### config.mk
export PLATFORM = sky130hd
export DESIGN_NAME = bit_op_instruction_decoder
export DESIGN_NICKNAME = d
export VERILOG_FILES = /design/src/rtl/bit_op_pkg.sv /design/src/rtl/bit_op_instruction_decoder.sv
export SDC_FILE = /design/constraint.sdc
export NUM_CORES = 1
export LEC_CHECK = 0
export BUFFER_PORTS_ARGS = -buffer_cell sky130_fd_sc_hd__buf_2
export CORE_AREA = 2 2 67 50
export DETAILED_ROUTE_END_ITERATION = 6
export DIE_AREA = 0 0 69 52
export PLACE_DENSITY = 0.78
export RECOVER_POWER = 100
export SLEW_MARGIN = 5
export SYNTH_ARGS = -nofsm -noshare
export SYNTH_HDL_FRONTEND = slang
export SYNTH_SLANG_ARGS = --single-unit
### constraint.sdc
create_clock -name core_clk -period 1.27 [get_ports core_clk]
set_clock_uncertainty 0.15 [all_clocks]
set_input_delay 0.0635 -clock core_clk [delete_from_list [all_inputs] [get_ports core_clk]]
set_output_delay 0.0635 -clock core_clk [all_outputs]
set_load 0.01 [all_outputs]
### src/rtl/bit_op_pkg.sv
// package of encodings and timing figures for the single-bit instruction decoder
// assumes a 5-bit operand field, 4-bit condition field and one size bit from the fetch stage
package bit_op_pkg;
    // ==========================================================
    // operation selector
    typedef enum logic [3:0] {
        OP_NONE, OP_AND, OP_NAND, OP_NOR, OP_XNOR, OP_OR,
        OP_CLEAR, OP_INVERT, OP_NTEST, OP_INDEX, OP_CBS_MEM, OP_CBS_CARRY
    } bit_op_t;

    // operand kinds
    typedef enum logic [3:0] {
        K_DREG, K_AREG, K_IND, K_REL11_AN, K_REL11_SF, K_REL19_AN, K_REL19_SF,
        K_REL27_AN, K_ABS19, K_ABS27, K_BAD
    } opnd_kind_t;

    // ==========================================================
    // operand field codes
    localparam logic [4:0] F_REG0_LOW = 5'h12;
    localparam logic [4:0] F_REG0_HIGH = 5'h10;
    localparam logic [4:0] F_REG1_LOW = 5'h13;
    localparam logic [4:0] F_REG1_HIGH = 5'h11;
    localparam logic [4:0] F_ADDR0 = 5'h02;
    localparam logic [4:0] F_ADDR1 = 5'h03;
    localparam logic [4:0] F_IND_ADDR0 = 5'h00;
    localparam logic [4:0] F_IND_ADDR1 = 5'h01;
    localparam logic [4:0] F_B11_ADDR0 = 5'h04;
    localparam logic [4:0] F_B11_ADDR1 = 5'h05;
    localparam logic [4:0] F_B11_STATIC = 5'h06;
    localparam logic [4:0] F_B11_FRAME = 5'h07;
    localparam logic [4:0] F_B19_ADDR0 = 5'h08;
    localparam logic [4:0] F_B19_ADDR1 = 5'h09;
    localparam logic [4:0] F_B19_STATIC = 5'h0A;
    localparam logic [4:0] F_B19_FRAME = 5'h0B;
    localparam logic [4:0] F_B27_ADDR0 = 5'h0C;
    localparam logic [4:0] F_B27_ADDR1 = 5'h0D;
    localparam logic [4:0] F_ABS27 = 5'h0E;
    localparam logic [4:0] F_ABS19 = 5'h0F;

    // condition codes
    localparam logic [3:0] C_UNSIGNED_BELOW = 4'h0;
    localparam logic [3:0] C_UNSIGNED_NOT_ABOVE = 4'h1;
    localparam logic [3:0] C_NOT_EQUAL = 4'h2;
    localparam logic [3:0] C_NON_NEGATIVE = 4'h3;
    localparam logic [3:0] C_NO_OVERFLOW = 4'h4;
    localparam logic [3:0] C_SIGNED_GT = 4'h5;
    localparam logic [3:0] C_SIGNED_GE = 4'h6;
    localparam logic [3:0] C_UNSIGNED_AT_OR_ABOVE = 4'h8;
    localparam logic [3:0] C_UNSIGNED_ABOVE = 4'h9;
    localparam logic [3:0] C_EQUAL = 4'hA;
    localparam logic [3:0] C_NEGATIVE = 4'hB;
    localparam logic [3:0] C_OVERFLOW = 4'hC;
    localparam logic [3:0] C_SIGNED_LE = 4'hD;
    localparam logic [3:0] C_SIGNED_LT = 4'hE;

    // size bit
    localparam logic SIZE_BYTE = 1'b0;
    localparam logic SIZE_WORD = 1'b1;

    // ==========================================================
    // cycle and byte figures
    localparam logic [3:0] CYC_COMB_REG = 4'h2;
    localparam logic [3:0] CYC_COMB_MEM = 4'h4;
    localparam logic [3:0] CYC_SIMPLE_REG = 4'h1;
    localparam logic [3:0] CYC_SIMPLE_MEM = 4'h3;
    localparam logic [3:0] CYC_INDEX_REG = 4'h4;
    localparam logic [3:0] CYC_INDEX_MEM = 4'h6;
    localparam logic [3:0] CYC_INDEX_DSP8_AN = 4'h3;
    localparam logic [3:0] CYC_CBS_REG = 4'h3;
    localparam logic [3:0] CYC_CBS_MEM = 4'h4;
    localparam logic [3:0] CYC_CBS_CARRY = 4'h2;
    localparam logic [3:0] BYTES_CBS_CARRY = 4'h2;
    localparam logic [3:0] BYTES_COMB_BASE = 4'h3;
    localparam logic [3:0] BYTES_SIMPLE_BASE = 4'h2;
    localparam logic [3:0] BYTES_CBS_BASE = 4'h3;
    localparam logic [3:0] BYTES_INDEX_BASE = 4'h2;
    localparam logic [3:0] CYC_INDEX_PENALTY = 4'h1;
endpackage : bit_op_pkg

### src/rtl/bit_op_instruction_decoder.sv
// decoder and cycle-timing logic for single-bit instructions
// assumes the fetch stage presents one decoded instruction per valid pulse
// and the flag register supplies the condition flags and carry
`timescale 1ns/1ps
`default_nettype none

module bit_op_instruction_decoder
    import bit_op_pkg::*;
(
    input wire logic core_clk,
    input wire logic arst_n,
    input wire logic instr_valid,
    input wire bit_op_t instr_op,
    input wire logic [4:0] opnd_field,
    input wire logic size_bit,
    input wire logic cond_upper,
    input wire logic [2:0] cond_low,
    input wire logic operand_bit,
    input wire logic carry_in,
    input wire logic zero_in,
    input wire logic sign_in,
    input wire logic ovf_in,
    output logic dec_valid,
    output opnd_kind_t opnd_kind,
    output logic [1:0] reg_sel,
    output logic size_word,
    output logic [3:0] instr_bytes,
    output logic [3:0] instr_cycles,
    output logic carry_we,
    output logic carry_out,
    output logic bit_we,
    output logic bit_out
);

    // ==========================================================
    // decode helpers
    // operand field to kind; register byte index kept separately
    function automatic opnd_kind_t kind_of(input logic [4:0] f);
        case (f)
            F_REG0_LOW, F_REG0_HIGH, F_REG1_LOW, F_REG1_HIGH: kind_of = K_DREG;
            F_ADDR0, F_ADDR1: kind_of = K_AREG;
            F_IND_ADDR0, F_IND_ADDR1: kind_of = K_IND;
            F_B11_ADDR0, F_B11_ADDR1: kind_of = K_REL11_AN;
            F_B11_STATIC, F_B11_FRAME: kind_of = K_REL11_SF;
            F_B19_ADDR0, F_B19_ADDR1: kind_of = K_REL19_AN;
            F_B19_STATIC, F_B19_FRAME: kind_of = K_REL19_SF;
            F_ABS19: kind_of = K_ABS19;
            F_B27_ADDR0, F_B27_ADDR1: kind_of = K_REL27_AN;
            F_ABS27: kind_of = K_ABS27;
            default: kind_of = K_BAD;
        endcase
    endfunction : kind_of

    // extra operand bytes beyond the base length
    function automatic logic [3:0] ext_bytes(input opnd_kind_t k);
        case (k)
            K_REL11_AN, K_REL11_SF: ext_bytes = 4'h1;
            K_REL19_AN, K_REL19_SF, K_ABS19: ext_bytes = 4'h2;
            K_REL27_AN, K_ABS27: ext_bytes = 4'h3;
            default: ext_bytes = 4'h0;
        endcase
    endfunction : ext_bytes

    // condition evaluation; upper bit inverts the lower sense
    function automatic logic cond_true(input logic [3:0] c, input logic cf, input logic zf,
                                       input logic sf, input logic of);
        logic base;
        base = 1'b0;
        case (c[2:0])
            C_UNSIGNED_BELOW[2:0]: base = !cf;
            C_UNSIGNED_NOT_ABOVE[2:0]: base = !(cf && !zf);
            C_NOT_EQUAL[2:0]: base = !zf;
            C_NON_NEGATIVE[2:0]: base = !sf;
            C_NO_OVERFLOW[2:0]: base = !of;
            C_SIGNED_GT[2:0]: base = !((sf ^ of) || zf);
            C_SIGNED_GE[2:0]: base = !(sf ^ of);
            default: base = 1'b0;
        endcase
        cond_true = c[3] ^ base;
    endfunction : cond_true

    // ==========================================================
    // combinational decode
    opnd_kind_t kind_w;
    logic is_reg_w;
    logic [3:0] cond_w;
    logic cond_hit_w;
    logic index_pend_r;
    logic index_pend_nxt;
    logic dec_valid_nxt, carry_we_nxt, carry_out_nxt, bit_we_nxt, bit_out_nxt, size_word_nxt;
    opnd_kind_t kind_nxt;
    logic [1:0] reg_sel_nxt;
    logic [3:0] bytes_nxt, cycles_nxt;

    assign kind_w = kind_of(opnd_field);
    assign is_reg_w = (kind_w == K_DREG) || (kind_w == K_AREG);
    assign cond_w = {cond_upper, cond_low};
    assign cond_hit_w = cond_true(cond_w, carry_in, zero_in, sign_in, ovf_in);

    // next values for the decoded result and prefix tracking
    always_comb begin
        dec_valid_nxt = instr_valid;
        kind_nxt = kind_w;
        reg_sel_nxt = {opnd_field[0], !opnd_field[1]}; // bit0 high byte, bit1 reg1
        size_word_nxt = (instr_op == OP_INDEX) && (size_bit == SIZE_WORD);
        bytes_nxt = 4'h0;
        cycles_nxt = 4'h0;
        carry_we_nxt = 1'b0;
        carry_out_nxt = carry_in;
        bit_we_nxt = 1'b0;
        bit_out_nxt = operand_bit;
        index_pend_nxt = index_pend_r;
        if (instr_valid) begin
            index_pend_nxt = (instr_op == OP_INDEX);
            case (instr_op)
                OP_AND, OP_NAND, OP_NOR, OP_XNOR, OP_OR: begin
                    bytes_nxt = BYTES_COMB_BASE + ext_bytes(kind_w);
                    cycles_nxt = is_reg_w ? CYC_COMB_REG : CYC_COMB_MEM;
                    carry_we_nxt = 1'b1;
                    case (instr_op)
                        OP_AND: carry_out_nxt = carry_in & operand_bit;
                        OP_NAND: carry_out_nxt = carry_in & !operand_bit;
                        OP_NOR: carry_out_nxt = carry_in | !operand_bit;
                        OP_XNOR: carry_out_nxt = !(carry_in ^ operand_bit);
                        default: carry_out_nxt = carry_in | operand_bit;
                    endcase
                end
                OP_CLEAR, OP_INVERT, OP_NTEST: begin
                    bytes_nxt = BYTES_SIMPLE_BASE + ext_bytes(kind_w);
                    cycles_nxt = is_reg_w ? CYC_SIMPLE_REG : CYC_SIMPLE_MEM;
                    bit_we_nxt = (instr_op != OP_NTEST);
                    bit_out_nxt = (instr_op == OP_CLEAR) ? 1'b0 : !operand_bit;
                    carry_we_nxt = (instr_op == OP_NTEST);
                    carry_out_nxt = (instr_op == OP_NTEST) ? !operand_bit : carry_in;
                end
                OP_INDEX: begin
                    // general operand encoding: low nibble codes shift length by one byte set
                    bytes_nxt = BYTES_INDEX_BASE + ext_bytes(kind_w);
                    if (is_reg_w)
                        cycles_nxt = CYC_INDEX_REG;
                    else if (kind_w == K_REL11_AN)
                        cycles_nxt = CYC_INDEX_DSP8_AN;
                    else
                        cycles_nxt = CYC_INDEX_MEM;
                end
                OP_CBS_MEM: begin
                    bytes_nxt = BYTES_CBS_BASE + ext_bytes(kind_w);
                    // an address register bit is a register operand here too, not a memory access
                    cycles_nxt = is_reg_w ? CYC_CBS_REG : CYC_CBS_MEM;
                    bit_we_nxt = 1'b1;
                    bit_out_nxt = cond_hit_w;
                end
                OP_CBS_CARRY: begin
                    bytes_nxt = BYTES_CBS_CARRY;
                    cycles_nxt = CYC_CBS_CARRY;
                    carry_we_nxt = 1'b1;
                    carry_out_nxt = cond_hit_w;
                end
                default: begin
                    bytes_nxt = 4'h0;
                end
            endcase
            if (index_pend_r)
                cycles_nxt = cycles_nxt + CYC_INDEX_PENALTY;
        end
    end

    // registered result
    always_ff @(posedge core_clk or negedge arst_n) begin
        if (!arst_n) begin
            dec_valid <= 1'b0;
            opnd_kind <= K_DREG;
            reg_sel <= 2'b00;
            size_word <= 1'b0;
            instr_bytes <= 4'h0;
            instr_cycles <= 4'h0;
            carry_we <= 1'b0;
            carry_out <= 1'b0;
            bit_we <= 1'b0;
            bit_out <= 1'b0;
            index_pend_r <= 1'b0;
        end else begin
            dec_valid <= dec_valid_nxt;
            opnd_kind <= kind_nxt;
            reg_sel <= reg_sel_nxt;
            size_word <= size_word_nxt;
            instr_bytes <= bytes_nxt;
            instr_cycles <= cycles_nxt;
            carry_we <= carry_we_nxt;
            carry_out <= carry_out_nxt;
            bit_we <= bit_we_nxt;
            bit_out <= bit_out_nxt;
            index_pend_r <= index_pend_nxt;
        end
    end

    // ==========================================================
    // checks
    property p_comb_reg_cycles;
        @(posedge core_clk) disable iff (!arst_n)
        (instr_valid && instr_op == OP_AND && kind_w == K_DREG && !index_pend_r) |=> (instr_cycles == 4'h2);
    endproperty
    a_comb_reg_cycles: assert property (p_comb_reg_cycles) else $error("combine register cycles wrong");

    property p_simple_mem_cycles;
        @(posedge core_clk) disable iff (!arst_n)
        (instr_valid && instr_op == OP_CLEAR && kind_w == K_IND && !index_pend_r) |=> (instr_cycles == 4'h3);
    endproperty
    a_simple_mem_cycles: assert property (p_simple_mem_cycles) else $error("clear memory cycles wrong");

    property p_index_penalty;
        @(posedge core_clk) disable iff (!arst_n)
        (instr_valid && instr_op == OP_CLEAR && kind_w == K_DREG && index_pend_r) |=> (instr_cycles == 4'h2);
    endproperty
    a_index_penalty: assert property (p_index_penalty) else $error("index penalty missing");

    property p_index_dsp8;
        @(posedge core_clk) disable iff (!arst_n)
        (instr_valid && instr_op == OP_INDEX && opnd_field == 5'h04 && !index_pend_r) |=> (instr_cycles == 4'h3);
    endproperty
    a_index_dsp8: assert property (p_index_dsp8) else $error("index dsp8 cycles wrong");

    property p_carry_form;
        @(posedge core_clk) disable iff (!arst_n)
        (instr_valid && instr_op == OP_CBS_CARRY && !index_pend_r) |=> (instr_bytes == 4'h2 && instr_cycles == 4'h2);
    endproperty
    a_carry_form: assert property (p_carry_form) else $error("carry form length wrong");

    property p_cbs_equal;
        @(posedge core_clk) disable iff (!arst_n)
        (instr_valid && instr_op == OP_CBS_MEM && cond_upper && cond_low == 3'h2) |=> (bit_we && bit_out == $past(zero_in));
    endproperty
    a_cbs_equal: assert property (p_cbs_equal) else $error("equal condition store wrong");

    property p_and_carry;
        @(posedge core_clk) disable iff (!arst_n)
        (instr_valid && instr_op == OP_AND) |=> (carry_we && !bit_we && carry_out == ($past(carry_in) & $past(operand_bit)));
    endproperty
    a_and_carry: assert property (p_and_carry) else $error("and carry result wrong");

    property p_reg_kind;
        @(posedge core_clk) disable iff (!arst_n)
        (instr_valid && opnd_field == 5'h10) |=> (opnd_kind == K_DREG && reg_sel == 2'b01);
    endproperty
    a_reg_kind: assert property (p_reg_kind) else $error("reg0 high decode wrong");

    property p_abs27;
        @(posedge core_clk) disable iff (!arst_n)
        (instr_valid && opnd_field == 5'h0E) |=> (opnd_kind == K_ABS27);
    endproperty
    a_abs27: assert property (p_abs27) else $error("absolute 27 decode wrong");

endmodule : bit_op_instruction_decoder
`default_nettype wire

==> qor.log, run 1 <==
INFO  setup_path     arrival_time_of_data_at_the_critical_path_endpoint=2.21ns
INFO  cts            clockRootBuffer=sky130_fd_sc_hd__clkbuf_8
INFO  route          totalWireLength=4880µm
INFO  placement      gp_congestion=0.939
INFO  synth          syn_avg_cell_area=8.29µm²
INFO  setup_path     regToRegSetupSlack=0.30ns
INFO  route          first_pass_iters=5
INFO  route          vias_per_cell=5.63
INFO  setup_path     timing.setup.critical_path_class=in2reg
INFO  global_route   globalRouteOverflowTotal=0
INFO  cells_and_area num_antenna_cells=0
INFO  sta            worst_hold_slack_after_final_layout=0.0763ns
INFO  synth          dominant_cell_by_count_in_the_synthesized_netlist=sky130_fd_sc_hd__nor2_1
INFO  floorplan      start_util=47.1%
INFO  cts            cts-root-to-sink-buffers=2
INFO  cells_and_area num-nets-final=300
INFO  cells_and_area drive_above_1_share=38.4%
INFO  cells_and_area seqCellArea=500µm²
INFO  job            drv.max_cap_violation_count=0
INFO  floorplan      ios=42
INFO  sta            max_clock_freq=450MHz
INFO  synth          main_combinational_cell_family_by_area_after_synthesis=compound AO/OA/AOI/OAI gates
INFO  outcome        outcome=finished, violations left
INFO  floorplan      floorplan.die_area=3590µm²
INFO  power          netSwitchingPower=0.587mW
INFO  cts            clkSinkCount=20
INFO  sta            hold_viol=0
INFO  sta            finalSetupTns=-4.73ns
INFO  cts            cts_htree_levels=1
INFO  setup_path     worst-r2r-cell-count=3
INFO  synth          post_synthesis_compound_gate_area_fraction=25.8%
INFO  cts            clk_pin_slew_worst_paths=0.08ns
INFO  sta            finalCriticalPeriod=2.22ns
INFO  synth          synth.top_cell.area_share=35.7%
INFO  synth          post_synth_and_or_nand_nor_area_fraction=24.1%
INFO  placement      post-place-ws=-1.32ns
INFO  synth          synthesis.instances=169
INFO  setup_path     setup.worst_path.start_class=input pin
INFO  setup_path     timing.critical_path.from=opnd_field[1]
INFO  worst_hold_path hold_path_class=in2reg
INFO  cts            tritoncts=built
INFO  synth          synth_xor_area_share=0%
INFO  sta            final_max_slew_viol_count=0
INFO  synth          synth-adder-area-share=5.36%
INFO  route          dr.first_iter.drc_count=119
INFO  route          detail-route-antenna-nets=0
INFO  sta            rsz0062_at_grt=yes
INFO  sta            layout_setup_ws=-0.952ns
INFO  setup_path     worstReg2RegEnd=instr_cycles[1]
INFO  power          comb_power_share=34.0%
INFO  setup_path     crit_path_max_fanout=3
INFO  synth          synth_edf_count=0
INFO  synth          postSynth.asyncResetShare=100%
INFO  cts            clock_buffer_count_from_cts=3
INFO  setup_path     timing.critical_path.to_type=flip-flop
INFO  cells_and_area synthesis_to_finish_area_growth=66.2%
INFO  cells_and_area fin_area=2330µm²
INFO  power          power.ir.vdd_worst=528µV
INFO  power          pwr-share-seq=34.2%
INFO  synth          synth_area_leaders=sky130_fd_sc_hd__dfrtp_1 (36%), sky130_fd_sc_hd__nor2_1 (6.2%), sky130_fd_sc_hd__ha_1 (5.4%), sky130_fd_sc_hd__a21oi_1 (4.6%), sky130_fd_sc_hd__o21ai_0 (3.6%)
INFO  synth          post_synth_most_frequent_cells=sky130_fd_sc_hd__nor2_1 (23), sky130_fd_sc_hd__dfrtp_1 (20), sky130_fd_sc_hd__a21oi_1 (13), sky130_fd_sc_hd__nand2_1 (13), sky130_fd_sc_hd__o21ai_0 (10)
INFO  global_route   grt_start_max_net_pins=21
INFO  synth          register_bit_total_from_synthesis=20
INFO  synth          synthFlopType=sky130_fd_sc_hd__dfrtp_1
INFO  sta            period_share=175%
INFO  route          dr_total_vias=1,739
INFO  power          p_per_area=869nW/µm²
INFO  setup_path     cp_required=1.26ns
INFO  worst_hold_path hold_depth=4
INFO  cells_and_area utilization=78.2%
INFO  placement      detailedPlacementHpwl=3180µm
INFO  power          fin_total_pwr=2.03mW
INFO  power          p_int=1.44mW
INFO  sta            timing.slew.headroom=65.4%
INFO  route          drt_drc_violations_left=0
INFO  outcome        violations=setup timing
INFO  power          clock_network_fraction_of_design_power=31.8%
INFO  cells_and_area fillers=222
INFO  placement      buffer_ports.inserted=40
INFO  cts            clock_latency=0.27ns
INFO  cells_and_area layoutNonFillerInstCount=309
INFO  power          power.switching_fraction=29.0%
INFO  synth          synth_sequential_area_ratio=35.7%
INFO  placement      placed_cells_incl_taps=292
INFO  sta            final-setup-viol-count=7
INFO  setup_path     regToRegStartpoint=index_pend_r
INFO  synth          synth_warnings=0
INFO  global_route   first_global_vias=1,632
INFO  synth          synth.cell_area=1400µm²
INFO  worst_hold_path holdPathEnd=bit_out
INFO  floorplan      core_area=2980µm²
INFO  power          power.leakage=1.08nW
INFO  worst_hold_path hold_startpoint=instr_valid
INFO  route          route.detailed.wl_per_inst=15.8µm
INFO  synth          yosysTopAreaCell=sky130_fd_sc_hd__dfrtp_1
INFO  placement      placement.cell_area=2050µm²
INFO  global_route   groute.usage.overall=26.8%
INFO  global_route   initial_antenna_violation_count=0
INFO  floorplan      die_w=69µm
INFO  global_route   grt_first_pass_wirelength=7620µm
INFO  sta            transition_at_the_pin_with_the_smallest_max_transition_slack=0.513ns
INFO  synth          yosysUniqueCellTypes=50
INFO  floorplan      chipHeight=52µm
INFO  floorplan      cell_rows=17
INFO  synth          yosys-mux-area-fraction=3.66%
INFO  cells_and_area multi_input_area=915µm²
-- layout by cell type, fill, tap and decap left out, types with 4 or more instances in the layout --
| cell type | count |
|---|---|
| sky130_fd_sc_hd__buf_4 | 51 |
| sky130_fd_sc_hd__clkbuf_1 | 22 |
| sky130_fd_sc_hd__nor2_1 | 21 |
| sky130_fd_sc_hd__dfrtp_1 | 20 |
| sky130_fd_sc_hd__buf_2 | 15 |
| sky130_fd_sc_hd__nand2_1 | 13 |
| sky130_fd_sc_hd__a21oi_1 | 13 |
| sky130_fd_sc_hd__dlygate4sd3_1 | 8 |
| sky130_fd_sc_hd__nand2b_1 | 5 |
| sky130_fd_sc_hd__o21ai_0 | 5 |
| sky130_fd_sc_hd__o21ai_1 | 5 |
| sky130_fd_sc_hd__nor2b_1 | 4 |
| sky130_fd_sc_hd__mux2i_1 | 4 |
| sky130_fd_sc_hd__buf_6 | 4 |
-- power by group through the flow --
stage	combinational [mW]	sequential [mW]	clock, mW
detailed placement	0.576	0.703	0
global route	0.744	0.696	0.682
floorplan	0.252	0.727	0
CTS	0.642	0.691	0.646
global placement	0.563	0.702	0
finish	0.688	0.693	0.645
-- kinds of logic after synthesis --
logic type / after synthesis
AOI/OAI and AO/OA: 53
buffers and inverters: 17
DFF: 20
muxes: 5
and+or+nand+nor: 67
adders and majority gates: 6
other: 1
-- routing by layer --
layer | global-route usage, % | wire length, µm
met2 | 45.2 | 2290
met3 | 3.10 | 294
met1 | 35.5 | 2170
met5 | 0 | 0
met4 | 11.1 | 129
-- state kept, by name, summed over array words and instances, names as in the netlist --
signal / cells
instr_cycles: 4
opnd_kind: 4
instr_bytes: 3
reg_sel: 2
bit_out: 1
bit_we: 1
carry_out: 1
carry_we: 1
dec_valid: 1
index_pend_r: 1
size_word: 1
-- cell type report --
cell class | instances | area share (%)
multi-input cells | 133 | 39.3
clock buffers | 3 | 1.77
well taps | 38 | 2.04
flip-flops and latches | 20 | 21.5
inverters | 8 | 2.47
clock inverters | 1 | 1.29
repair buffers | 106 | 31.7
-- critical path, cell delays in order --
cell and delay, ns:
sky130_fd_sc_hd__buf_12 0.09, sky130_fd_sc_hd__inv_12 0.03, sky130_fd_sc_hd__ha_1 0.20, sky130_fd_sc_hd__or4_4 0.42, sky130_fd_sc_hd__o211ai_2 0.12, sky130_fd_sc_hd__inv_4 0.05
sky130_fd_sc_hd__o41a_1 0.37, sky130_fd_sc_hd__ha_4 0.30, sky130_fd_sc_hd__nor2_1 0.04, sky130_fd_sc_hd__a21oi_1 0.11, sky130_fd_sc_hd__nor2_1 0.08, sky130_fd_sc_hd__a221oi_2 0.23
sky130_fd_sc_hd__nor2_1 0.10
-- worst max path at each step --
| stage | cells after the start | slack [ns] | end |
|---|---|---|---|
| 2_1_floorplan | 12 | -1.07 | instr_bytes[1] |
| 3_3_place_gp | 13 | -1.26 | instr_bytes[1] |
| 3_5_place_dp | 13 | -1.32 | instr_bytes[1] |
| 4_1_cts | 13 | -0.87 | instr_bytes[1] |
| 5_1_grt | 13 | -1.02 | instr_bytes[1] |
| 6_report | 13 | -0.95 | instr_bytes[1] |
-- what timing repair did --
| action | CTS | global route |
|---|---|---|
| setup endpoints to repair | 7 | 10 |
| buffers inserted | 4 | 1 |
| resized for setup | 13 | 18 |
| endpoints found under the hold margin | 26 | 0 |
| hold buffers | 8 | 0 |
| pin swaps | 11 | 10 |
| gates cloned | 0 | 0 |
Note: power is estimated with default switching activity, not from simulation.
==> run 2: changes to the inputs <==
--- a/config.mk
+++ b/config.mk
@@ -6,11 +6,12 @@
 export NUM_CORES = 1
 export LEC_CHECK = 0
 export BUFFER_PORTS_ARGS = -buffer_cell sky130_fd_sc_hd__buf_2
-export CORE_AREA = 2 2 67 50
+export CORE_AREA = 2 2 66 49
 export DETAILED_ROUTE_END_ITERATION = 6
-export DIE_AREA = 0 0 69 52
-export PLACE_DENSITY = 0.78
+export DIE_AREA = 0 0 68 51
+export PLACE_DENSITY = 0.81
 export RECOVER_POWER = 100
+export SETUP_SLACK_MARGIN = 0.2
 export SLEW_MARGIN = 5
 export SYNTH_ARGS = -nofsm -noshare
 export SYNTH_HDL_FRONTEND = slang
==> constraint.sdc (replaced) <==
create_clock -name core_clk -period 1.27 [get_ports core_clk]
set_clock_uncertainty 0.15 [all_clocks]
set_input_delay 0.0635 -clock core_clk [delete_from_list [all_inputs] [get_ports core_clk]]
set_output_delay 0.0635 -clock core_clk [all_outputs]
set_load 0.005 [all_outputs]
==> run 2 against run 1 <==
  * The run still ends with setup timing left
  * Sequential share of layout area shrank 1.4 points
  * Routed wire length up 22%
  * Register-to-register slack worse by 0.05 ns
  * Cell area rose by 7.1%
==> qor.log, run 2 (synthesized netlist as in run 1, its figures left out) <==
INFO  route          detail-route-antenna-nets=0
INFO  route          dr_total_vias=1,906
INFO  worst_hold_path hold_depth=3
INFO  route          dr.first_iter.drc_count=260
INFO  sta            finalCriticalPeriod=2.21ns
INFO  cts            cts_htree_levels=1
INFO  global_route   initial_antenna_violation_count=0
INFO  sta            final-setup-viol-count=6
INFO  cts            cts-root-to-sink-buffers=2
INFO  global_route   groute.usage.overall=34.2%
INFO  cells_and_area num_antenna_cells=0
INFO  placement      gp_congestion=0.941
INFO  sta            rsz0062_at_grt=yes
INFO  cts            tritoncts=built
INFO  global_route   grt_first_pass_wirelength=8760µm
INFO  cells_and_area fin_area=2490µm²
INFO  floorplan      cell_rows=17
INFO  cts            clockRootBuffer=sky130_fd_sc_hd__clkbuf_8
INFO  cells_and_area synthesis_to_finish_area_growth=78.0%
INFO  worst_hold_path holdPathEnd=instr_cycles[1]
INFO  setup_path     regToRegSetupSlack=0.25ns
INFO  power          power.leakage=1.18nW
INFO  cts            clock_latency=0.25ns
INFO  power          clock_network_fraction_of_design_power=25.6%
INFO  sta            max_clock_freq=452MHz
INFO  job            drv.max_cap_violation_count=0
INFO  cts            clock_buffer_count_from_cts=3
INFO  floorplan      ios=42
INFO  route          drt_drc_violations_left=0
INFO  global_route   grt_start_max_net_pins=21
INFO  setup_path     worst-r2r-cell-count=3
INFO  setup_path     cp_required=1.26ns
INFO  setup_path     crit_path_top_delay_cell=sky130_fd_sc_hd__or4_4
INFO  cells_and_area highest_count_cells_in_the_layout_ignoring_fill_and_taps=sky130_fd_sc_hd__buf_4 (47), sky130_fd_sc_hd__buf_2 (34), sky130_fd_sc_hd__dfrtp_1 (20)
INFO  cells_and_area utilization=85.0%
INFO  floorplan      floorplan.die_area=3470µm²
INFO  cells_and_area fillers=155
INFO  placement      placement.cell_area=2040µm²
INFO  setup_path     crit_path_frequent_cell=sky130_fd_sc_hd__nor2_1
INFO  cts            clk_pin_slew_worst_paths=0.09ns
INFO  power          power.switching_fraction=32.2%
INFO  placement      placed_cells_incl_taps=289
INFO  setup_path     worstPathCellList=buf_12 -> inv_12 -> ha_4 -> or4_4 -> o211ai_4 -> inv_4 -> o41a_1 -> ha_4 -> nor2_1 -> a21oi_1 -> nor2_1 -> a221oi_2 -> nor2_1
INFO  worst_hold_path hold_startpoint=instr_valid
INFO  setup_path     timing.critical_path.to_type=flip-flop
INFO  power          pwr-share-seq=35.0%
INFO  setup_path     arrival_time_of_data_at_the_critical_path_endpoint=2.20ns
INFO  setup_path     worstReg2RegEnd=instr_cycles[1]
INFO  route          totalWireLength=5980µm
INFO  setup_path     regToRegStartpoint=index_pend_r
INFO  placement      post-place-ws=-1.37ns
INFO  setup_path     timing.setup.critical_path_class=in2reg
INFO  floorplan      start_util=47.7%
INFO  setup_path     crit_path_max_fanout=3
INFO  sta            period_share=174%
INFO  route          vias_per_cell=6.19
INFO  floorplan      core_area=2940µm²
INFO  sta            layout_setup_ws=-0.945ns
INFO  cells_and_area layout_top_registers=instr_cycles (4), opnd_kind (4), instr_bytes (3)
INFO  outcome        outcome=finished, violations left
INFO  placement      detailedPlacementHpwl=3100µm
INFO  power          power.ir.vdd_worst=543µV
INFO  cells_and_area layoutNonFillerInstCount=308
INFO  power          comb_power_share=39.4%
INFO  worst_hold_path hold_path_class=in2reg
INFO  setup_path     timing.critical_path.slowest_cell_delay=0.49ns
INFO  floorplan      die_w=68µm
INFO  sta            transition_at_the_pin_with_the_smallest_max_transition_slack=0.530ns
INFO  route          route.detailed.wl_per_inst=19.4µm
INFO  global_route   first_global_vias=1,851
INFO  sta            hold_viol=0
INFO  cells_and_area final_common_cell=sky130_fd_sc_hd__buf_4
INFO  cells_and_area drive_above_1_share=54.4%
INFO  cts            clkSinkCount=20
INFO  global_route   globalRouteOverflowTotal=0
INFO  power          p_per_area=795nW/µm²
INFO  sta            final_max_slew_viol_count=0
INFO  route          first_pass_iters=5
INFO  power          p_int=1.34mW
INFO  floorplan      chipHeight=51µm
INFO  power          netSwitchingPower=0.639mW
INFO  setup_path     setup.worst_path.start_class=input pin
INFO  placement      buffer_ports.inserted=40
INFO  outcome        violations=setup timing
INFO  sta            worst_hold_slack_after_final_layout=0.0288ns
INFO  sta            timing.slew.headroom=64.6%
INFO  cells_and_area num-nets-final=299
## run 2: cell count changes in the layout (fill, tap and decap cells not counted), sizes merged
cell	delta
buf	+24
bufinv	-1
dlygate4sd3	-1
clkbuf	-23
## run 2: cell type report
cell class / instances / area (µm²) / share of cell area [%]
well taps: 38 / 47.5 / 1.91
flip-flops and latches: 20 / 500 / 20.1
inverters: 8 / 57.6 / 2.31
multi-input cells: 133 / 1040 / 41.6
clock buffers: 4 / 55.1 / 2.21
repair buffers: 105 / 796 / 31.9
## run 2: worst max-delay path, delay by kind of cell
family                     cells  cell delay, ns
adders and majority gates      2            0.45
AOI/OAI and AO/OA              4            0.80
buffers and inverters          3            0.17
and+or+nand+nor                4            0.70
## run 2: worst max-delay path by stage
stage	startpoint	to	slack, ns	depth (start not counted)
CTS	opnd_field[1]	instr_bytes[1]	-0.95	13
finish	opnd_field[1]	instr_bytes[1]	-0.94	13
global route	opnd_field[1]	instr_cycles[2]	-0.97	15
global placement	opnd_field[2]	instr_bytes[1]	-1.25	13
detailed placement	opnd_field[2]	instr_bytes[1]	-1.37	13
floorplan	opnd_field[1]	instr_bytes[1]	-1.07	12
## run 2: layer usage
metal,track usage (%),vias up,share of wire [%]
met5,0,-,0
met4,17.3,0,6.5
met3,7.93,46,11
met2,51.9,175,44
met1,45.0,867,38
li1,-,818,-
## run 2: power by group through the flow
stage / logic [mW] / registers, mW / clock network, mW
after global placement: 0.540 / 0.702 / 0
after floorplan: 0.254 / 0.710 / 0
after CTS: 0.658 / 0.691 / 0.481
after detailed placement: 0.556 / 0.704 / 0
final: 0.781 / 0.694 / 0.507
after global routing: 0.829 / 0.697 / 0.525
## run 2: what timing repair did
item / CTS / global route
endpoints found under the setup margin: 10 / 10
setup buffers: 6 / 2
hold endpoints to repair: 27 / 0
hold buffers: 7 / 0
gates resized for setup: 37 / 29
pin swaps: 20 / 17
## run 2: through the flow
stage	total power, mW	setup TNS, ns
2_1_floorplan	0.964	-4.53
3_3_place_gp	1.24	-7.03
3_5_place_dp	1.26	-7.62
4_1_cts	1.83	-4.95
5_1_grt	2.05	-5.47
6_report	1.98	-5.19
